===== config.mk =====
export PLATFORM = sky130hd
export DESIGN_NAME = lcx_decoder
export DESIGN_NICKNAME = d
export VERILOG_FILES = /design/src/lcx_pkg.sv /design/src/lcx_decoder.sv /design/src/lcx_fix_unit.sv
export SDC_FILE = /design/constraint.sdc
export NUM_CORES = 1
export LEC_CHECK = 0
export ABC_CLOCK_PERIOD_IN_PS = 6000
export CELL_PAD_IN_SITES_DETAIL_PLACEMENT = 0
export CELL_PAD_IN_SITES_GLOBAL_PLACEMENT = 1
export CORE_ASPECT_RATIO = 0.5
export CORE_MARGIN = 2
export CORE_UTILIZATION = 45
export CTS_BUF_LIST = sky130_fd_sc_hd__clkbuf_8
export CTS_CLUSTER_SIZE = 16
export DETAILED_ROUTE_END_ITERATION = 8
export DONT_BUFFER_PORTS = 1
export GPL_TIMING_DRIVEN = 0
export PLACE_DENSITY_LB_ADDON = 0.1
export SYNTH_ARGS = -nofsm -noshare
export SYNTH_HDL_FRONTEND = slang
export SYNTH_SLANG_ARGS = --single-unit
export TNS_END_PERCENT = 50

===== constraint.sdc =====
create_clock -name mclk -period 6 [get_ports mclk]
set_clock_uncertainty 0.1 [all_clocks]
set_input_delay 0.6 -clock mclk [delete_from_list [all_inputs] [get_ports mclk]]
set_output_delay 0.6 -clock mclk [all_outputs]
set_load 0.01 [all_outputs]

===== src/lcx_pkg.sv =====
package lcx_pkg;

   // Operation classes presented by the front-end opcode lookup
   typedef enum logic [4:0] {
      LCX_OP_NONE          = 5'h00,
      LCX_OP_FLOAD_SINGLE  = 5'h01,
      LCX_OP_FLOAD_DOUBLE  = 5'h02,
      LCX_OP_FIX_TO_ACC    = 5'h03,
      LCX_OP_FIX_TO_MEM    = 5'h04,
      LCX_OP_WIDE_FIX_ACC  = 5'h05,
      LCX_OP_WIDE_FLT_ACC  = 5'h06,
      LCX_OP_LOAD_FSTAT    = 5'h07,
      LCX_OP_STORE_FSTAT   = 5'h08,
      LCX_OP_LLOAD_FSTAT   = 5'h09,
      LCX_OP_LSTORE_FSTAT  = 5'h0A,
      LCX_OP_RETURN        = 5'h0B,
      LCX_OP_WRETURN       = 5'h0C,
      LCX_OP_WSAVE_STACK   = 5'h0D,
      LCX_OP_WSAVE_RETURN  = 5'h0E,
      LCX_OP_XOP           = 5'h0F,
      LCX_OP_WIDE_EXTENDED_OPERATION_OP          = 5'h10,
      LCX_OP_JUMP          = 5'h11,
      LCX_OP_WJUMP         = 5'h12,
      LCX_OP_BLOCK_MOVE    = 5'h13,
      LCX_OP_FIX_SINGLE    = 5'h14,
      LCX_OP_FIX_DOUBLE    = 5'h15,
      LCX_OP_FLOAT_ARITH   = 5'h16
   } lcx_op_type;

   // Float status register field positions (bit 0 is the most significant)
   localparam int LCX_FSR_W       = 64;
   localparam int LCX_FSR_ANY     = 0;
   localparam int LCX_FSR_MOF     = 4;
   localparam int LCX_FSR_TE      = 5;
   localparam int LCX_FSR_Z       = 6;
   localparam int LCX_FSR_N       = 7;
   localparam int LCX_FSR_RND     = 8;
   localparam int LCX_FSR_FPC_LO  = 33;
   localparam logic [63:0] LCX_FSR_RESET = 64'h0;

   // Program counter layout (bit 0 is the most significant)
   localparam int LCX_PC_SEG_HI   = 1;
   localparam int LCX_PC_SEG_LO   = 3;
   localparam int LCX_PC_ZERO_HI  = 4;
   localparam int LCX_PC_ZERO_LO  = 16;
   localparam int LCX_PC_ADDR_HI  = 17;
   localparam logic [31:0] LCX_PC_RESET = 32'h0;

   // Instruction lengths in words
   localparam logic [1:0] LCX_LEN_ONE   = 2'h1;
   localparam logic [1:0] LCX_LEN_TWO   = 2'h2;
   localparam logic [1:0] LCX_LEN_THREE = 2'h3;

   // Return block size in doublewords for the wide forms
   localparam logic [2:0] LCX_WIDE_RET_BLOCK = 3'h6;

   // Protection code for a descending move crossing a segment
   localparam logic [31:0] LCX_PROT_DESC_CROSS = 32'h4;

   // Integer limits of the fix operations
   localparam logic signed [31:0] LCX_SINGLE_MIN = -32'sd32768;
   localparam logic signed [31:0] LCX_SINGLE_MAX = 32'sd32767;

endpackage


===== src/lcx_decoder.sv =====
`timescale 1ns/100ps
module lcx_decoder (
   input  wire logic             mclk,
   input  wire logic             rstn,
   input  wire logic             clk_en,
   input  wire logic             op_valid,
   input  wire lcx_pkg::lcx_op_type op_class,
   input  wire logic [31:0]      op_addr,
   input  wire logic [31:0]      target_addr,
   input  wire logic             skip_taken,
   input  wire logic [63:0]      mem_operand,
   input  wire logic [31:0]      acc_operand,
   input  wire logic             blk_descending,
   input  wire logic             blk_cross_seg,
   input  wire logic             flt_exc,
   input  wire logic             flt_result_zero,
   input  wire logic             flt_result_neg,
   input  wire logic             op_done,
   input  wire logic             psr_mask_in,
   output logic [1:0]            insn_len,
   output logic                  wide_sem,
   output logic                  ptr_double,
   output logic                  data_wide,
   output logic                  use_acc_wide,
   output logic [2:0]            ret_block_dw,
   output logic                  narrow_stack,
   output logic [31:0]           pc_q,
   output logic [63:0]           float_acc_q,
   output logic [63:0]           float_status_register,
   output logic [31:0]           fix_result_q,
   output logic [31:0]           second_accumulator,
   output logic                  prot_fault_q,
   output logic                  float_trap_q,
   output logic                  nonpriv_fault_q,
   output logic                  overflow_trap_mask
);

   logic [31:0] pc_d;
   logic [63:0] facc_d;
   logic [63:0] fsr_d;
   logic [31:0] fix_d;
   logic [31:0] ac1_d;
   logic [31:0] ac1_q;
   logic        prot_d;
   logic        trap_d;
   logic        npf_d;
   logic        ovk_d;
   logic        ovk_q;
   logic        fault_held_q;
   logic        fault_held_d;

   logic        is_wide;
   logic        is_fix;
   logic        fix_wide;
   logic signed [31:0] fix_int;
   logic        fix_ovf;

   localparam int FSR_SEG = lcx_pkg::LCX_FSR_FPC_LO;

   // Per-opcode decode: length, pointer size, data width
   always_comb begin
      is_wide      = 1'b0;
      insn_len     = lcx_pkg::LCX_LEN_ONE;
      ret_block_dw = 3'h0;
      use_acc_wide = 1'b0;
      case (op_class)
         lcx_pkg::LCX_OP_LLOAD_FSTAT,
         lcx_pkg::LCX_OP_LSTORE_FSTAT: begin
            is_wide  = 1'b1;
            insn_len = lcx_pkg::LCX_LEN_THREE;
         end
         lcx_pkg::LCX_OP_LOAD_FSTAT,
         lcx_pkg::LCX_OP_STORE_FSTAT: begin
            insn_len = lcx_pkg::LCX_LEN_TWO;
         end
         lcx_pkg::LCX_OP_XOP: begin
            insn_len = lcx_pkg::LCX_LEN_TWO;
         end
         lcx_pkg::LCX_OP_WIDE_EXTENDED_OPERATION_OP: begin
            is_wide  = 1'b1;
            insn_len = lcx_pkg::LCX_LEN_TWO;
         end
         lcx_pkg::LCX_OP_WRETURN,
         lcx_pkg::LCX_OP_WSAVE_STACK,
         lcx_pkg::LCX_OP_WSAVE_RETURN: begin
            is_wide      = 1'b1;
            ret_block_dw = lcx_pkg::LCX_WIDE_RET_BLOCK;
         end
         lcx_pkg::LCX_OP_WIDE_FIX_ACC,
         lcx_pkg::LCX_OP_WIDE_FLT_ACC: begin
            is_wide      = 1'b1;
            use_acc_wide = 1'b1;
         end
         lcx_pkg::LCX_OP_WJUMP: begin
            is_wide = 1'b1;
         end
         default: begin
            is_wide = 1'b0;
         end
      endcase
   end

   // Semantics follow each opcode, so the forms mix freely
   assign wide_sem     = is_wide;
   assign ptr_double   = is_wide;
   assign data_wide    = is_wide;
   assign narrow_stack = !is_wide;

   assign is_fix   = (op_class == lcx_pkg::LCX_OP_FIX_SINGLE) ||
                     (op_class == lcx_pkg::LCX_OP_FIX_DOUBLE) ||
                     (op_class == lcx_pkg::LCX_OP_FIX_TO_ACC) ||
                     (op_class == lcx_pkg::LCX_OP_FIX_TO_MEM) ||
                     (op_class == lcx_pkg::LCX_OP_WIDE_FIX_ACC);
   assign fix_wide = (op_class == lcx_pkg::LCX_OP_FIX_DOUBLE) ||
                     (op_class == lcx_pkg::LCX_OP_FIX_TO_MEM) ||
                     (op_class == lcx_pkg::LCX_OP_WIDE_FIX_ACC);

   // Operand layout: sign, 7-bit excess-64 hex exponent, fraction
   // Leading fraction bit weighs one half, hence one below 4*(e-64)
   lcx_fix_unit #(
      .MAG_W (64)
   ) u_fix (
      .sign_in (float_acc_q[63]),
      .exp_in  ($signed({1'b0, float_acc_q[62:56], 2'b00}) - 10'sd257),
      .mag_in  ({float_acc_q[55:0], 8'h00}),
      .wide_in (fix_wide),
      .int_out (fix_int),
      .ovf_out (fix_ovf)
   );

   // Next-state for the execution state
   always_comb begin
      pc_d         = pc_q;
      facc_d       = float_acc_q;
      fsr_d        = float_status_register;
      fix_d        = fix_result_q;
      ac1_d        = ac1_q;
      prot_d       = 1'b0;
      trap_d       = 1'b0;
      npf_d        = 1'b0;
      ovk_d        = ovk_q;
      fault_held_d = fault_held_q;
      if (op_valid) begin
         // Plain 32-bit add: no wrap at 7777 or 77777
         pc_d = pc_q + (skip_taken ? 32'(insn_len) + 32'h1 : 32'(insn_len));
         case (op_class)
            lcx_pkg::LCX_OP_FLOAD_SINGLE,
            lcx_pkg::LCX_OP_FLOAD_DOUBLE: begin
               facc_d = (op_class == lcx_pkg::LCX_OP_FLOAD_SINGLE) ?
                        {mem_operand[63:32], 32'h0} : mem_operand;
               // Flags meaningful only for a normalised operand
               fsr_d[63-lcx_pkg::LCX_FSR_Z] = (facc_d[62:0] == 63'h0);
               fsr_d[63-lcx_pkg::LCX_FSR_N] = facc_d[63];
            end
            lcx_pkg::LCX_OP_FIX_TO_ACC,
            lcx_pkg::LCX_OP_FIX_TO_MEM,
            lcx_pkg::LCX_OP_FIX_SINGLE,
            lcx_pkg::LCX_OP_FIX_DOUBLE,
            lcx_pkg::LCX_OP_WIDE_FIX_ACC: begin
               fix_d = fix_int;
               fsr_d[63-lcx_pkg::LCX_FSR_MOF] = fix_ovf;
               // Zero and negative flags left alone
            end
            lcx_pkg::LCX_OP_WIDE_FLT_ACC: begin
               facc_d = {acc_operand, 32'h0};
            end
            lcx_pkg::LCX_OP_FLOAT_ARITH: begin
               // Exact zero forced to true zero; rounding bit passes through
               facc_d = flt_result_zero ? 64'h0 : mem_operand;
               fsr_d[63-lcx_pkg::LCX_FSR_Z] = flt_result_zero;
               fsr_d[63-lcx_pkg::LCX_FSR_N] = flt_result_neg && !flt_result_zero;
            end
            lcx_pkg::LCX_OP_LOAD_FSTAT,
            lcx_pkg::LCX_OP_LLOAD_FSTAT: begin
               fsr_d = mem_operand;
            end
            lcx_pkg::LCX_OP_WRETURN,
            lcx_pkg::LCX_OP_WSAVE_STACK,
            lcx_pkg::LCX_OP_WSAVE_RETURN: begin
               ovk_d = psr_mask_in;
            end
            lcx_pkg::LCX_OP_JUMP: begin
               pc_d = {pc_q[31:28], 13'h0, target_addr[14:0]};
            end
            lcx_pkg::LCX_OP_WJUMP: begin
               pc_d = {pc_q[31:28], target_addr[27:0]};
            end
            lcx_pkg::LCX_OP_BLOCK_MOVE: begin
               if (blk_descending && blk_cross_seg) begin
                  prot_d = 1'b1;
                  ac1_d  = lcx_pkg::LCX_PROT_DESC_CROSS;
                  npf_d  = 1'b1;
               end
            end
            default: begin
               prot_d = 1'b0; // Other classes only advance the counter
            end
         endcase
      end
      // Float exception: record the first faulting address only
      if (op_valid && flt_exc) begin
         fsr_d[63-lcx_pkg::LCX_FSR_ANY] = 1'b1;
         if (!fault_held_q) begin
            fsr_d[64-FSR_SEG:0] = {1'b0, op_addr[30:0]};
            fault_held_d = 1'b1;
         end
      end
      // Trap at completion, not on the next float instruction
      if (op_done && fault_held_q && float_status_register[63-lcx_pkg::LCX_FSR_TE]) begin
         trap_d       = 1'b1;
         npf_d        = 1'b1;
         fault_held_d = 1'b0;
      end
   end

   // Registered execution state
   always_ff @(posedge mclk or negedge rstn) begin
      if (!rstn) begin
         pc_q                  <= lcx_pkg::LCX_PC_RESET;
         float_acc_q           <= 64'h0;
         float_status_register <= lcx_pkg::LCX_FSR_RESET;
         fix_result_q          <= 32'h0;
         ac1_q                 <= 32'h0;
         prot_fault_q          <= 1'b0;
         float_trap_q          <= 1'b0;
         nonpriv_fault_q       <= 1'b0;
         ovk_q                 <= 1'b0;
         fault_held_q          <= 1'b0;
      end else if (clk_en) begin
         pc_q                  <= pc_d;
         float_acc_q           <= facc_d;
         float_status_register <= fsr_d;
         fix_result_q          <= fix_d;
         ac1_q                 <= ac1_d;
         prot_fault_q          <= prot_d;
         float_trap_q          <= trap_d;
         nonpriv_fault_q       <= npf_d;
         ovk_q                 <= ovk_d;
         fault_held_q          <= fault_held_d;
      end
   end

   assign second_accumulator = ac1_q;
   assign overflow_trap_mask = ovk_q;
endmodule // lcx_decoder


===== src/lcx_fix_unit.sv =====
`timescale 1ns/100ps
// Truncating float-to-integer conversion; out of range gives zero and sets ovf_out.
// Input: sign, unbiased exponent and a left-aligned magnitude.
module lcx_fix_unit #(
   parameter int MAG_W = 64
) (
   input  wire logic             sign_in,
   input  wire logic signed [9:0] exp_in,
   input  wire logic [MAG_W-1:0] mag_in,
   input  wire logic             wide_in,
   output logic signed [31:0]    int_out,
   output logic                  ovf_out
);

   logic [MAG_W-1:0] shifted;
   logic [32:0]      whole;
   logic [32:0]      lim;

   // Integer part only: drop fraction bits by right shift
   always_comb begin
      shifted = '0;
      whole   = '0;
      lim     = wide_in ? 33'h080000000 : 33'h000008000;
      ovf_out = 1'b0;
      int_out = '0;
      if (exp_in >= 10'sd0) begin
         if (exp_in > 10'sd32) begin
            ovf_out = 1'b1;
         end else begin
            shifted = mag_in >> (MAG_W - 1 - int'(exp_in));
            whole   = shifted[32:0];
         end
      end
      // Most negative value is legal: limit is one larger below zero
      if (!ovf_out) begin
         if (sign_in) ovf_out = whole > lim;
         else         ovf_out = whole > (lim - 33'h1);
      end
      if (!ovf_out) begin
         int_out = sign_in ? -$signed(whole[31:0]) : $signed(whole[31:0]);
      end
   end

endmodule // lcx_fix_unit


* After elaboration in Yosys (flattened, before gate mapping)
Index checks and enable logic that the tools add are counted. W data, S select, Z words.
Operators by class: bitwise gates (word level) 2, add/sub/neg operators 6, shift operators 1, $lt $le $gt $ge 4, eq/ne operators 21, reduce and logical (&&, ||, !) cells 35, mux-type cells 34
Operators by type and width (number):
- $mux W32 | 6
- $pmux W64 S3 | 1
- $mux W64 | 2
- $gt A33 B33 Y1 | 2
- $mux W33 | 2
- $pmux W32 S2 | 1
- $shr A64 B32 Y33 | 1
- $logic_not A63 Y1 | 1
- $mux W56 | 1
- $eq A5 B4 Y1 const B | 7
- $eq A5 B5 Y1 const B | 7
- $sub A33 B1 Y33 const B | 1
- $add A32 B3 Y32 | 1
- $neg A32 Y32 | 1
- $reduce_and A3 Y1 | 7
- $eq A5 B3 Y1 const B | 4
- $mux W1 | 15
- $sub A7 B10 Y11 const A | 1
- $eq A5 B2 Y1 const B | 2
- $ge A10 B1 Y1 const B | 1
- $gt A10 B7 Y1 const B | 1
- $sub A9 B9 Y10 const B | 1
- $reduce_or A9 Y1 | 1
- $reduce_and A4 Y1 | 2
- 18 further kinds | 34
Storage, ports and cells: flip-flop bits (word level) 198, logic and storage cells 118

* Depth between registers and ports, before layout
Gate-level depths: netlist of the first run.
word-level depth 12, gate-level depth with buffers 28

* By module
A second synthesis of the first run with hierarchy kept.
Unflattened totals: cells, all modules 1692, area, all modules 16385.7 sq um
By module, submodules not included:
- lcx_decoder | area an instance 9417.8 sq um, cells each 869, instances 1
- lcx_fix_unit | area an instance 6967.9 sq um, cells each 823, instances 1

* Worst setup path after synthesis of the first run
OpenSTA, ideal clock, no wires.
kind reg-to-reg, from register float_acc_q[56], to register fix_result_q[19], clock period less this slack 6.346 ns, slack -0.346 ns, arrival time 6.152 ns, stages on the path, launching flop included 28, library setup time 0.094 ns, cells stage by stage dfrtp_1 -> buf_6 -> clkinv_1 -> buf_1 -> ha_1 -> or3b_1 -> buf_2 -> xnor2_1 -> inv_1 -> ha_1 -> a21oi_1 -> nand3_1 -> ha_1 -> inv_1 -> nor3_1 -> nand3_1 -> or3_1 -> o31ai_1 -> ha_1 -> nand4_1 -> nor4_1 -> nand2_1 -> or4_1 -> nor4_1 -> a21o_1 -> o21ai_1 -> buf_2 -> a221oi_2
On the way: cells in the longest elaborated chain, start to end 9, elaborated cells on any way between the ends 16, those cells by class add/sub (3); order compare (4); shift (1); mux (8)
Ends and longest elaborated chain:
- from (decl) | line lcx_decoder.sv:28 | output logic [63:0] float_acc_q,
- from (signal assigned) | line lcx_decoder.sv:220 | float_acc_q <= 64'h0;
- from (signal assigned) | line lcx_decoder.sv:231 | float_acc_q <= facc_d;
- $sub A9 B9 Y10 (*) | line lcx_decoder.sv:124 | .exp_in ($signed({1'b0, float_acc_q[62:56], 2'b00}) - 10'sd257),
- $sub A7 B10 Y11 | line lcx_fix_unit.sv:30 | shifted = mag_in >> (MAG_W - 1 - int'(exp_in));
- $shr A64 B32 Y33 | line lcx_fix_unit.sv:30
- $mux W33 | line lcx_fix_unit.sv:27 | if (exp_in > 10'sd32) begin
- $mux W33 | line lcx_fix_unit.sv:26 | if (exp_in >= 10'sd0) begin
- $gt A33 B33 Y1, on equally long branches | line lcx_fix_unit.sv:37, lcx_fix_unit.sv:36
- $mux W1 | line lcx_fix_unit.sv:36 | if (sign_in) ovf_out = whole > lim;
- $mux W1 | line lcx_fix_unit.sv:35 | if (!ovf_out) begin
- $mux W32 (*) | line lcx_fix_unit.sv:39 | if (!ovf_out) begin
- to (signal assigned) | line lcx_decoder.sv:233 | fix_result_q <= fix_d;
- to (decl) | line lcx_decoder.sv:30 | output logic [31:0] fix_result_q,
Every way passes the cells marked *; elsewhere a longest branch is shown, timed or not. A chain may end at the register's enable or synchronous reset.

* Worst setup path after layout of the first run
from register float_acc_q[59], to register fix_result_q[7]
Same word-level chain as after synthesis.

==> impl_metrics.env, run 1 <==
export IMPL_outcome="finished clean"
export IMPL_cts_root_buf="clkbuf_8"
export IMPL_synth_edff_count=0
export IMPL_max_stage_delay_ns=0.56
export IMPL_port_buffers=0
export IMPL_synth_common_cells="dfrtp_1 (198), nor2_1 (150), nand2_1 (124), a21oi_1 (94), clkbuf_1 (73)"
export IMPL_track_usage=0.3514
export IMPL_slew_viol_final=0
export IMPL_final_area_mm2=0.01574
export IMPL_leakagePower_nw=6.666
export IMPL_area_growth_pct=11.70
export IMPL_yosysWarnings=0
export IMPL_ir_worst_vdd_v=0.0001790
export IMPL_wire_per_inst_um=28.49
export IMPL_met1_length_mm=24.41
export IMPL_worstPathMaxFanout=10
export IMPL_place_gp_congestion=0.9589
export IMPL_end_kind="register"
export IMPL_cts_max_path_buffers=2
export IMPL_fin_crit_ns=5.785
export IMPL_r2r_start="float_acc_q[59]"
export IMPL_drt_iter0_markers=1520
export IMPL_cp_common_cell="buf_4"
export IMPL_h_tree_depth=4
export IMPL_wirelength_mm=58.00
export IMPL_fin_util=0.5148
export IMPL_cp_arrival_ns=6.09
export IMPL_die_area_mm2=0.03283
export IMPL_die_w_um=254.2
export IMPL_start_kind="register"
export IMPL_p_per_area_mw_per_mm2=384.7
export IMPL_rr_worst_depth=22
export IMPL_worst_path_buf_inv=6
export IMPL_synth_area_per_cell_um2=9.227
export IMPL_hold_violations=0
export IMPL_worstSetupPathDepth=22
export IMPL_hold_path_depth=1
export IMPL_cp_startpoint="float_acc_q[59]"
export IMPL_path_cells="or4_1 -> buf_2 -> nand2_2 -> buf_4 -> buf_4 -> a21oi_1 -> nand3_1 -> ha_4 -> inv_2 -> nor4_4 -> nand3_4 -> buf_4 -> nor3_4 -> ha_1 -> nand3_1 -> a31oi_1 -> mux2i_2 -> nor4_2 -> a41oi_2 -> o21a_2 -> buf_4 -> a221o_1"
export IMPL_slew_headroom=0.1677
export IMPL_dr_pass1_iters=6
export IMPL_netlist_area_leader_share=0.3517
export IMPL_cpMaxStageDelayCell="dfrtp_1"
export IMPL_grt_pass1_wl_mm=85.74
export IMPL_cts_tree="built"
export IMPL_synth_area_leaders="dfrtp_1 (35%), mux4_2 (5.9%), mux2i_1 (4.0%), nor2_1 (4.0%), a21oi_1 (3.3%)"
export IMPL_grt_setup_unrepaired="no"
export IMPL_period_share=0.9642
export IMPL_crit_type="register to register"
export IMPL_drcViolationCount=0
export IMPL_syn_inst=1527
export IMPL_antenna_found_initial=1
export IMPL_synth_largest_area_cell="dfrtp_1"
export IMPL_required_ns=6.31
export IMPL_clk_pin_slew_worst_paths_ns=0.13
export IMPL_synthesis_area_mm2=0.01409
export IMPL_setup_violations=0
export IMPL_grt_max_degree=199
export IMPL_hpwl_mm=45.03
export IMPL_synth_most_common_cell="dfrtp_1"
export IMPL_insertion_delay_ns=0.52
export IMPL_ys_types=99
export IMPL_ant_nets=0
export IMPL_worst_pin_slew_ns=1.241
export IMPL_yosysSeqAreaShare=0.3517
export IMPL_crit_family="simple AND/OR/NAND/NOR gates"
export IMPL_wl_met3_mm=5.633
export IMPL_grt_pass1_vias=13015
export IMPL_grt_ovfl_total=0
export IMPL_fp_coreArea_mm2=0.03057
export IMPL_ys_ff_latch=198
export IMPL_nets=1802
export IMPL_async_flop_share=1.000
export IMPL_ios=415
export IMPL_vias=13427
export IMPL_fmax_mhz=172.9
export IMPL_cap_viol_max_count=0
export IMPL_wl_met2_mm=26.54
export IMPL_hold_path_class="primary input to register"
export IMPL_die_h_um=129.1
export IMPL_hp_start="mem_operand[4]"
export IMPL_viasPerCell=6.595
export IMPL_num_rows=45
export IMPL_numCtsBuffers=17
export IMPL_place_area_mm2=0.01476
export IMPL_drive_above_1_share=0.1788
export IMPL_synth_top_flop_cell="dfrtp_1"
export IMPL_initial_utilization=0.4609
export IMPL_top_signal_layer_used="met4"
export IMPL_clock_sinks=198
[worst paths after layout]
path	endpoint	slack (ns)
worst min register to register	fault_held_q	0.45
min in group asynchronous	fix_result_q[19]	0.60
max in group asynchronous	float_acc_q[5]	4.21
worst max-delay path	fix_result_q[7]	0.21
worst max register to register	fix_result_q[7]	0.21
worst min-delay path	float_acc_q[4]	0.1
[layout make-up]
cell class / count / area [um^2]
Antenna cell: 2 / 5.005
Tap cell: 423 / 529.3
Inverter: 31 / 128.9
Timing Repair Buffer: 24 / 203.9
Clock buffer: 17 / 234.0
Multi-Input combinational cell: 1178 / 8660
Fill cell: 2893 / 14830
Clock inverter: 15 / 185.2
Buffer: 148 / 835.8
Sequential cell: 198 / 4957
[timing repair]
item | CTS | global route
gates resized for setup | 58 | 27
endpoints found under the setup margin | 33 | 33
setup buffers | 12 | 9
hold endpoints to repair | 198 | 7
pin swaps | 9 | 16
hold buffers | 1 | 1
gates cloned | 1 | 0
[registers in the layout (all words and copies together), names as in the netlist]
register	cells
prot_fault_q	1
pc_q	32
fix_result_q	32
fault_held_q	1
float_status_register	64
second_accumulator	1
overflow_trap_mask	1
nonpriv_fault_q	1
float_trap_q	1
float_acc_q	64
[cell families (layout without fill, tap and decap cells)]
group           Yosys count  count (layout)  synth area share
simple gates            498             498            0.1755
compound gates          454             454            0.2310
flops                   198             198            0.3517
buf+inv                 182             235           0.06429
mux                     136             136            0.1334
fa+ha+maj                29              29           0.02593
xor+xnor                 29              29           0.01803
other cells               1              34         0.0002662
[placed cells by master (no fill, tap or decap), types with 11 or more instances in the layout]
| cell type | instances |
|---|---|
| dfrtp_1 | 196 |
| nor2_1 | 148 |
| nand2_1 | 122 |
| a21oi_1 | 92 |
| o21ai_0 | 70 |
| buf_4 | 69 |
| clkbuf_1 | 68 |
| mux2i_1 | 56 |
| mux2_2 | 41 |
| o22ai_1 | 38 |
| mux4_2 | 37 |
| nand3_1 | 33 |
| a221oi_1 | 33 |
| a22o_1 | 32 |
| conb_1 | 32 |
| and3_1 | 28 |
| nor4_1 | 26 |
| nor3_1 | 26 |
| inv_1 | 25 |
| a31oi_1 | 22 |
| ha_1 | 22 |
| nand4_1 | 18 |
| clkbuf_8 | 18 |
| buf_2 | 17 |
| xnor2_1 | 17 |
| a21o_1 | 17 |
| nand2b_1 | 13 |
| o31ai_1 | 13 |
| o211ai_1 | 12 |
| and2_1 | 11 |
[routing by layer]
metal / up-vias / GRT usage
met5: - / 0
met4: 0 / 0.09481
met3: 113 / 0.1059
met2: 753 / 0.5597
met1: 6698 / 0.4678
li1: 5863 / -
[power by group]
| group | switching [mW] | leakage (nW) | internal (mW) |
|---|---|---|---|
| sequential | 0.687 | 2.46 | 1.66 |
| combinational | 1.66 | 4.00 | 1.10 |
| clock | 0.590 | 0.205 | 0.354 |
| total | 2.94 | 6.67 | 3.12 |
[worst register-to-register path, stage by stage (launching register included)]
cell and delay [ns]:
dfrtp_1 0.56, or4_1 0.55, buf_2 0.24, nand2_2 0.22
buf_4 0.26, buf_4 0.26, a21oi_1 0.10, nand3_1 0.16
ha_4 0.17, inv_2 0.09, nor4_4 0.27, nand3_4 0.20
buf_4 0.28, nor3_4 0.26, ha_1 0.19, nand3_1 0.11
a31oi_1 0.22, mux2i_2 0.15, nor4_2 0.36, a41oi_2 0.19
o21a_2 0.27, buf_4 0.18, a221o_1 0.29
[metrics by stage]
| stage | setup slack, ns | std cells | TNS [ns] | hold WS (ns) | power [mW] |
|---|---|---|---|---|---|
| after floorplan | 0.09036 | 1558 | 0 | 0.2044 | 3.960 |
| after global placement | -1.552 | 1981 | -48.72 | 0.2090 | 4.849 |
| after detailed placement | -1.541 | 1981 | -48.27 | 0.2098 | 4.868 |
| after CTS | 0.02135 | 2026 | 0 | 0.07021 | 5.948 |
| after global routing | 0.01536 | 2034 | 0 | 0.07328 | 6.340 |
| final | 0.2148 | 2036 | 0 | 0.09886 | 6.055 |
Note: power is estimated with default switching activity, not from simulation.
==> inputs of run 2 (changes only) <==
--- a/config.mk
+++ b/config.mk
@@ -5,12 +5,12 @@
 export SDC_FILE = /design/constraint.sdc
 export NUM_CORES = 1
 export LEC_CHECK = 0
-export ABC_CLOCK_PERIOD_IN_PS = 6000
+export ABC_CLOCK_PERIOD_IN_PS = 6550
 export CELL_PAD_IN_SITES_DETAIL_PLACEMENT = 0
 export CELL_PAD_IN_SITES_GLOBAL_PLACEMENT = 1
 export CORE_ASPECT_RATIO = 0.5
 export CORE_MARGIN = 2
-export CORE_UTILIZATION = 45
+export CORE_UTILIZATION = 50
 export CTS_BUF_LIST = sky130_fd_sc_hd__clkbuf_8
 export CTS_CLUSTER_SIZE = 16
 export DETAILED_ROUTE_END_ITERATION = 8
==> constraint.sdc (replaced) <==
create_clock -name mclk -period 6.55 [get_ports mclk]
set_clock_uncertainty 0.1 [all_clocks]
set_input_delay 0.655 -clock mclk [delete_from_list [all_inputs] [get_ports mclk]]
set_output_delay 0.655 -clock mclk [all_outputs]
set_load 0.01 [all_outputs]
==> run 2 against run 1 <==
Compared with the run above:
- the flow now finishes with violations (hold timing)
- via count up 1.9%
- highest routed layer is now met5
- global-route usage up 3.3 points
- final cell count down 2.8%
- clock power down 4.7%
==> impl_metrics.env, run 2 (synthesis results as in run 1) <==
export IMPL_outcome="complete, but fails checks"
export IMPL_violations="hold timing"
export IMPL_dp_cells=1940
export IMPL_track_usage=0.3840
export IMPL_cts_max_path_buffers=2
export IMPL_hold_path_class="primary input to asynchronous set/reset pin"
export IMPL_cts_tree="built"
export IMPL_cts_root_buf="clkbuf_8"
export IMPL_period_share=0.9640
export IMPL_nets=1785
export IMPL_num_rows=43
export IMPL_vias=13685
export IMPL_drcViolationCount=0
export IMPL_antenna_found_initial=0
export IMPL_h_tree_depth=4
export IMPL_r2r_slack_ns=0.24
export IMPL_final_common_cell="dfrtp_1"
export IMPL_rr_worst_depth=25
export IMPL_initial_utilization=0.5085
export IMPL_crit_type="register to register"
export IMPL_wirelength_mm=57.46
export IMPL_worst_pin_slew_ns=1.220
export IMPL_hold_slack_ns=-0.06356
export IMPL_cap_viol_max_count=0
export IMPL_die_h_um=122.7
export IMPL_cp_arrival_ns=6.67
export IMPL_required_ns=6.91
export IMPL_grt_ovfl_total=0
export IMPL_p_per_area_mw_per_mm2=358.6
export IMPL_cpMaxStageDelayCell="mux2i_1"
export IMPL_grt_max_degree=199
export IMPL_max_stage_delay_ns=0.47
export IMPL_fin_setup_tns_ns=0
export IMPL_cp_common_cell="a21o_1"
export IMPL_clock_sinks=198
export IMPL_ant_nets=0
export IMPL_setup_violations=0
export IMPL_dr_pass1_iters=7
export IMPL_pre_cts_slack_ns=-1.479
export IMPL_slew_headroom=0.1866
export IMPL_final_cell_mix="dfrtp_1 (197), nor2_1 (149), nand2_1 (122)"
export IMPL_setup_slack_ns=0.2357
export IMPL_fin_util=0.5554
export IMPL_leakagePower_nw=6.501
export IMPL_ir_worst_vdd_v=0.0001814
export IMPL_largest_registers="float_acc_q: 64 flops, float_status_register: 64 flops"
export IMPL_place_gp_congestion=0.9737
export IMPL_ios=415
export IMPL_die_w_um=241.4
export IMPL_grt_pass1_wl_mm=83.63
export IMPL_endpoint="fix_result_q[19]"
export IMPL_numCtsBuffers=17
export IMPL_wire_per_inst_um=29.05
export IMPL_drive_above_1_share=0.1593
export IMPL_end_kind="register"
export IMPL_drt_iter0_markers=1459
export IMPL_fmax_mhz=158.4
export IMPL_fp_coreArea_mm2=0.02771
export IMPL_port_buffers=0
export IMPL_die_area_mm2=0.02962
export IMPL_fin_cells=1978
export IMPL_hold_violations=28
export IMPL_grt_pass1_vias=12883
export IMPL_r2r_start="float_acc_q[56]"
export IMPL_worstPathMaxFanout=19
export IMPL_r2r_end="fix_result_q[19]"
export IMPL_insertion_delay_ns=0.54
export IMPL_cp_startpoint="float_acc_q[56]"
export IMPL_fin_crit_ns=6.314
export IMPL_hpwl_mm=44.41
export IMPL_start_kind="register"
export IMPL_clk_pin_slew_worst_paths_ns=0.12
export IMPL_slew_viol_final=0
export IMPL_viasPerCell=6.919
export IMPL_area_growth_pct=9.227
run 2: area by class of cell:
type	instances	area (um^2)
Antenna cell	2	5.005
Buffer	148	797.0
Clock buffer	18	247.7
Clock inverter	14	187.7
Fill cell	2551	12320
Inverter	31	118.9
Multi-Input combinational cell	1178	8527
Sequential cell	198	4956
Tap cell	382	478.0
Timing Repair Buffer	7	72.57
run 2: power by group:
group / switching [mW] / internal (mW) / total [mW]
clock network: 0.533 / 0.367 / 0.900
logic: 1.49 / 0.965 / 2.45
registers: 0.643 / 1.52 / 2.16
run 2: critical path, delay by kind of cell (launching register included):
| family | cells | cell delay, ns |
|---|---|---|
| AOI/OAI and AO/OA | 11 | 2.36 |
| buffers and inverters | 7 | 1.67 |
| muxes | 2 | 0.74 |
| adders and majority gates | 2 | 0.61 |
| DFF | 1 | 0.44 |
| and+or+nand+nor | 3 | 0.30 |
run 2: what timing repair did:
action / in CTS / in global routing
buffers inserted: 3 / 3
cloned: 0 / 0
endpoints found under the hold margin: 198 / 0
hold buffers: 1 / 0
gates resized for setup: 26 / 19
pin swaps: 4 / 4
endpoints found under the setup margin: 33 / 33
run 2: worst min-delay path by stage:
stage                       endpoint  slack, ns
floorplan               fault_held_q       0.26
global placement    fix_result_q[27]       0.26
detailed placement  fix_result_q[23]       0.26
CTS                 fix_result_q[29]       0.10
global route        fix_result_q[29]      0.005
finish               fix_result_q[1]      -0.06
run 2: metrics by stage:
stage / power, mW / area [um^2]
2_1_floorplan: 3.618 / 14210
4_1_cts: 5.406 / 15290
3_5_place_dp: 4.449 / 14680
6_report: 5.519 / 15390
3_3_place_gp: 4.430 / 14680
5_1_grt: 5.742 / 15380
run 2: routing by layer:
layer	track usage	routed length, um
met1	0.5143	23660
met2	0.5957	25880
met3	0.1251	6462
met4	0.1065	1390
met5	0.02189	57
==> inputs of run 3 (changes only) <==
--- a/config.mk
+++ b/config.mk
@@ -5,12 +5,13 @@
 export SDC_FILE = /design/constraint.sdc
 export NUM_CORES = 1
 export LEC_CHECK = 0
+export ABC_AREA = 1
 export ABC_CLOCK_PERIOD_IN_PS = 6550
 export CELL_PAD_IN_SITES_DETAIL_PLACEMENT = 0
 export CELL_PAD_IN_SITES_GLOBAL_PLACEMENT = 1
 export CORE_ASPECT_RATIO = 0.5
 export CORE_MARGIN = 2
-export CORE_UTILIZATION = 50
+export CORE_UTILIZATION = 46
 export CTS_BUF_LIST = sky130_fd_sc_hd__clkbuf_8
 export CTS_CLUSTER_SIZE = 16
 export DETAILED_ROUTE_END_ITERATION = 8
==> run 3 against run 2 <==
Compared with the run above:
- the run still ends with hold timing left
- largest cell class unchanged
- cell area increased by 3.3%
- final cell count increased by 38%
- critical path depth increased by 1
- synthesized cell count increased by 46%
- area after synthesis increased by 4.9%
- flip-flop and latch count unchanged
- total power increased by 27%
- first-iteration DRC count increased by 41%
- combinational power increased by 66%
- setup slack got worse by 0.068 ns
==> impl_metrics.env, run 3 <==
export IMPL_outcome="complete, but fails checks"
export IMPL_violations="hold timing"
export IMPL_ys_ff_latch=198
export IMPL_fin_crit_ns=6.383
export IMPL_fin_util=0.5021
export IMPL_ir_worst_vdd_v=0.0002300
export IMPL_place_gp_congestion=1.027
export IMPL_synth_edff_count=0
export IMPL_cp_arrival_ns=6.70
export IMPL_cp_startpoint="float_acc_q[56]"
export IMPL_required_ns=6.86
export IMPL_ys_types=55
export IMPL_final_cell_mix="nand2_1 (556), nand3_1 (292), inv_1 (255)"
export IMPL_finalPower_mw=7.036
export IMPL_ant_nets=0
export IMPL_cts_setup_buffers=0
export IMPL_cap_viol_max_count=0
export IMPL_grt_pass1_vias=14902
export IMPL_wl_met3_mm=6.654
export IMPL_yosysWarnings=0
export IMPL_yosysSeqAreaShare=0.3351
export IMPL_met1_length_mm=27.73
export IMPL_hold_violations=8
export IMPL_async_flop_share=1.000
export IMPL_h_tree_depth=4
export IMPL_slew_viol_final=0
export IMPL_r2r_start="float_acc_q[56]"
export IMPL_final_common_cell="nand2_1"
export IMPL_cts_max_path_buffers=2
export IMPL_antenna_found_initial=4
export IMPL_synth_area_leaders="dfrtp_1 (34%), nand2_1 (14%), nand3_1 (9.9%), o21ai_0 (7.8%), inv_1 (6.5%)"
export IMPL_synth_area_per_cell_um2=6.613
export IMPL_viasPerCell=5.912
export IMPL_die_w_um=257.6
export IMPL_wire_per_inst_um=24.04
export IMPL_slew_headroom=0.09318
export IMPL_syn_inst=2236
export IMPL_max_stage_delay_ns=0.65
export IMPL_grt_max_degree=199
export IMPL_grt_ovfl_total=0
export IMPL_vias=16158
export IMPL_fp_coreArea_mm2=0.03166
export IMPL_drcViolationCount=0
export IMPL_pre_cts_slack_ns=-0.4257
export IMPL_worst_pin_slew_ns=1.326
export IMPL_grt_setup_unrepaired="no"
export IMPL_wl_met2_mm=28.26
export IMPL_final_area_mm2=0.01589
export IMPL_start_kind="register"
export IMPL_track_usage=0.3849
export IMPL_drive_above_1_share=0.06963
export IMPL_ios=415
export IMPL_clk_pin_slew_worst_paths_ns=0.12
export IMPL_crit_type="register to register"
export IMPL_die_area_mm2=0.03368
export IMPL_num_fill_cells=3397
export IMPL_leakagePower_nw=8.060
export IMPL_initial_utilization=0.4671
export IMPL_drt_iter0_markers=2061
export IMPL_nets=2490
export IMPL_numCtsBuffers=17
export IMPL_fin_cells=2733
export IMPL_cts_tree="built"
export IMPL_insertion_delay_ns=0.53
export IMPL_crit_family="buffers and inverters"
export IMPL_port_buffers=0
export IMPL_synth_common_cells="nand2_1 (556), nand3_1 (293), inv_1 (256), o21ai_0 (231), dfrtp_1 (198)"
export IMPL_end_kind="register"
export IMPL_largest_registers="float_acc_q: 64 flops, float_status_register: 64 flops"
export IMPL_cts_root_buf="clkbuf_8"
export IMPL_hpwl_mm=52.52
export IMPL_synth_largest_area_cell="dfrtp_1"
export IMPL_cp_common_cell="nand2_1"
export IMPL_hold_path_class="primary input to asynchronous set/reset pin"
export IMPL_setup_violations=0
export IMPL_dr_pass1_iters=6
export IMPL_clock_sinks=198
export IMPL_synth_top_flop_cell="dfrtp_1"
export IMPL_p_per_area_mw_per_mm2=442.7
export IMPL_fmax_mhz=156.7
export IMPL_die_h_um=130.8
export IMPL_top_signal_layer_used="met5"
export IMPL_synth_most_common_cell="nand2_1"
export IMPL_place_area_mm2=0.01544
export IMPL_netlist_area_leader_share=0.3351
export IMPL_dp_cells=2699
export IMPL_num_rows=46
export IMPL_hold_slack_ns=-0.04452
export IMPL_worstPathMaxFanout=10
export IMPL_synthesis_area_mm2=0.01479
export IMPL_setup_slack_ns=0.1674
export IMPL_cpMaxStageDelayCell="buf_1"
export IMPL_grt_pass1_wl_mm=96.24
export IMPL_period_share=0.9745
export IMPL_worst_path_buf_inv=9
export IMPL_wirelength_mm=65.69
export IMPL_area_growth_pct=7.489
run 3: changes by cell type in the layout (fill, tap and decap cells not counted), moves of 18 or more:
cell / delta
mux2i_1: -56
nand2_1: +434
o21ai_0: +159
nand3_1: +257
inv_1: +228
mux4_2: -37
a21oi_1: -65
a22o_1: -32
o21ai_1: +18
nand4_1: +61
mux2_2: -40
and3_1: -28
a221oi_1: -33
run 3: logic make-up (layout without fill, tap and decap cells):
logic type,count (synthesis),in the layout,share of synthesized area
other,1,35,0.0002536
AO/OA/AOI/OAI,379,379,0.1412
AND/OR/NAND/NOR,1165,1165,0.3510
multiplexers,1,1,0.0007615
adder cells (fa/ha/maj),27,27,0.02335
XOR/XNOR,34,34,0.02014
flip-flops,198,198,0.3351
buffers and inverters,431,462,0.1282
run 3: routing by layer:
metal  vias up  global-route usage
met5         -                   0
met4         4              0.1666
met3       185              0.1028
met2       896              0.5931
met1      7629              0.5141
li1       7444                   -
run 3: area by class of cell:
cell class,instances,area [um^2],share of cell area
antenna,3,7.507,0.0004723
buffer,161,888.4,0.05589
clock buffer,17,234.0,0.01472
clock inverter,14,140.1,0.008817
inverter,269,1015,0.06384
multi-input combinational,1638,8087,0.5088
sequential,198,4955,0.3117
tap,432,540.5,0.03401
timing repair buffer,1,27.53,0.001732
run 3: stage by stage:
| stage | hold slack, ns | setup TNS (ns) |
|---|---|---|
| 6_report | -0.04452 | 0 |
| 5_1_grt | 0.07960 | 0 |
| 4_1_cts | 0.1327 | 0 |
| 3_5_place_dp | 0.2621 | -7.658 |
| 3_3_place_gp | 0.2628 | -9.772 |
| 2_1_floorplan | 0.2594 | 0 |
run 3: worst register-to-register path, stage by stage, from the launching register on:
cell	delay (ns)
dfrtp_1	0.46
buf_4	0.21
inv_4	0.16
clkbuf_4	0.27
clkbuf_4	0.28
ha_1	0.28
buf_4	0.20
clkinv_1	0.23
buf_1	0.65
clkbuf_1	0.65
nand3_1	0.28
nand3_1	0.15
nand3_1	0.10
nand2_1	0.22
inv_1	0.14
ha_1	0.32
nand2_1	0.10
nor3_2	0.31
nand3_1	0.11
nor3_1	0.15
nand4_1	0.11
nand2_1	0.08
nand2_1	0.08
nand2_4	0.14
nand3_1	0.24
nand2_1	0.19
nand2_1	0.07
run 3: worst paths after layout:
path	to	slack (ns)	cells past startpoint
min in group mclk	float_acc_q[33]	0.15	2
worst max-delay path	float_status_register[59]	0.17	26
worst max register to register	float_status_register[59]	0.17	26
max in group asynchronous	fix_result_q[8]	5.29	1
worst min register to register	fix_result_q[30]	0.46	2
worst min-delay path	pc_q[8]	-0.04	1
run 3: timing repair:
action	4_1_cts	5_1_grt
resized for setup	3	16
hold buffers	1	0
setup endpoints to repair	33	33
endpoints found under the hold margin	198	0
run 3: where the power goes:
| group | internal, mW | switching (mW) |
|---|---|---|
| Combinational | 1.23 | 2.84 |
| Sequential | 1.55 | 0.600 |
| Clock | 0.279 | 0.528 |
| Total | 3.06 | 3.97 |
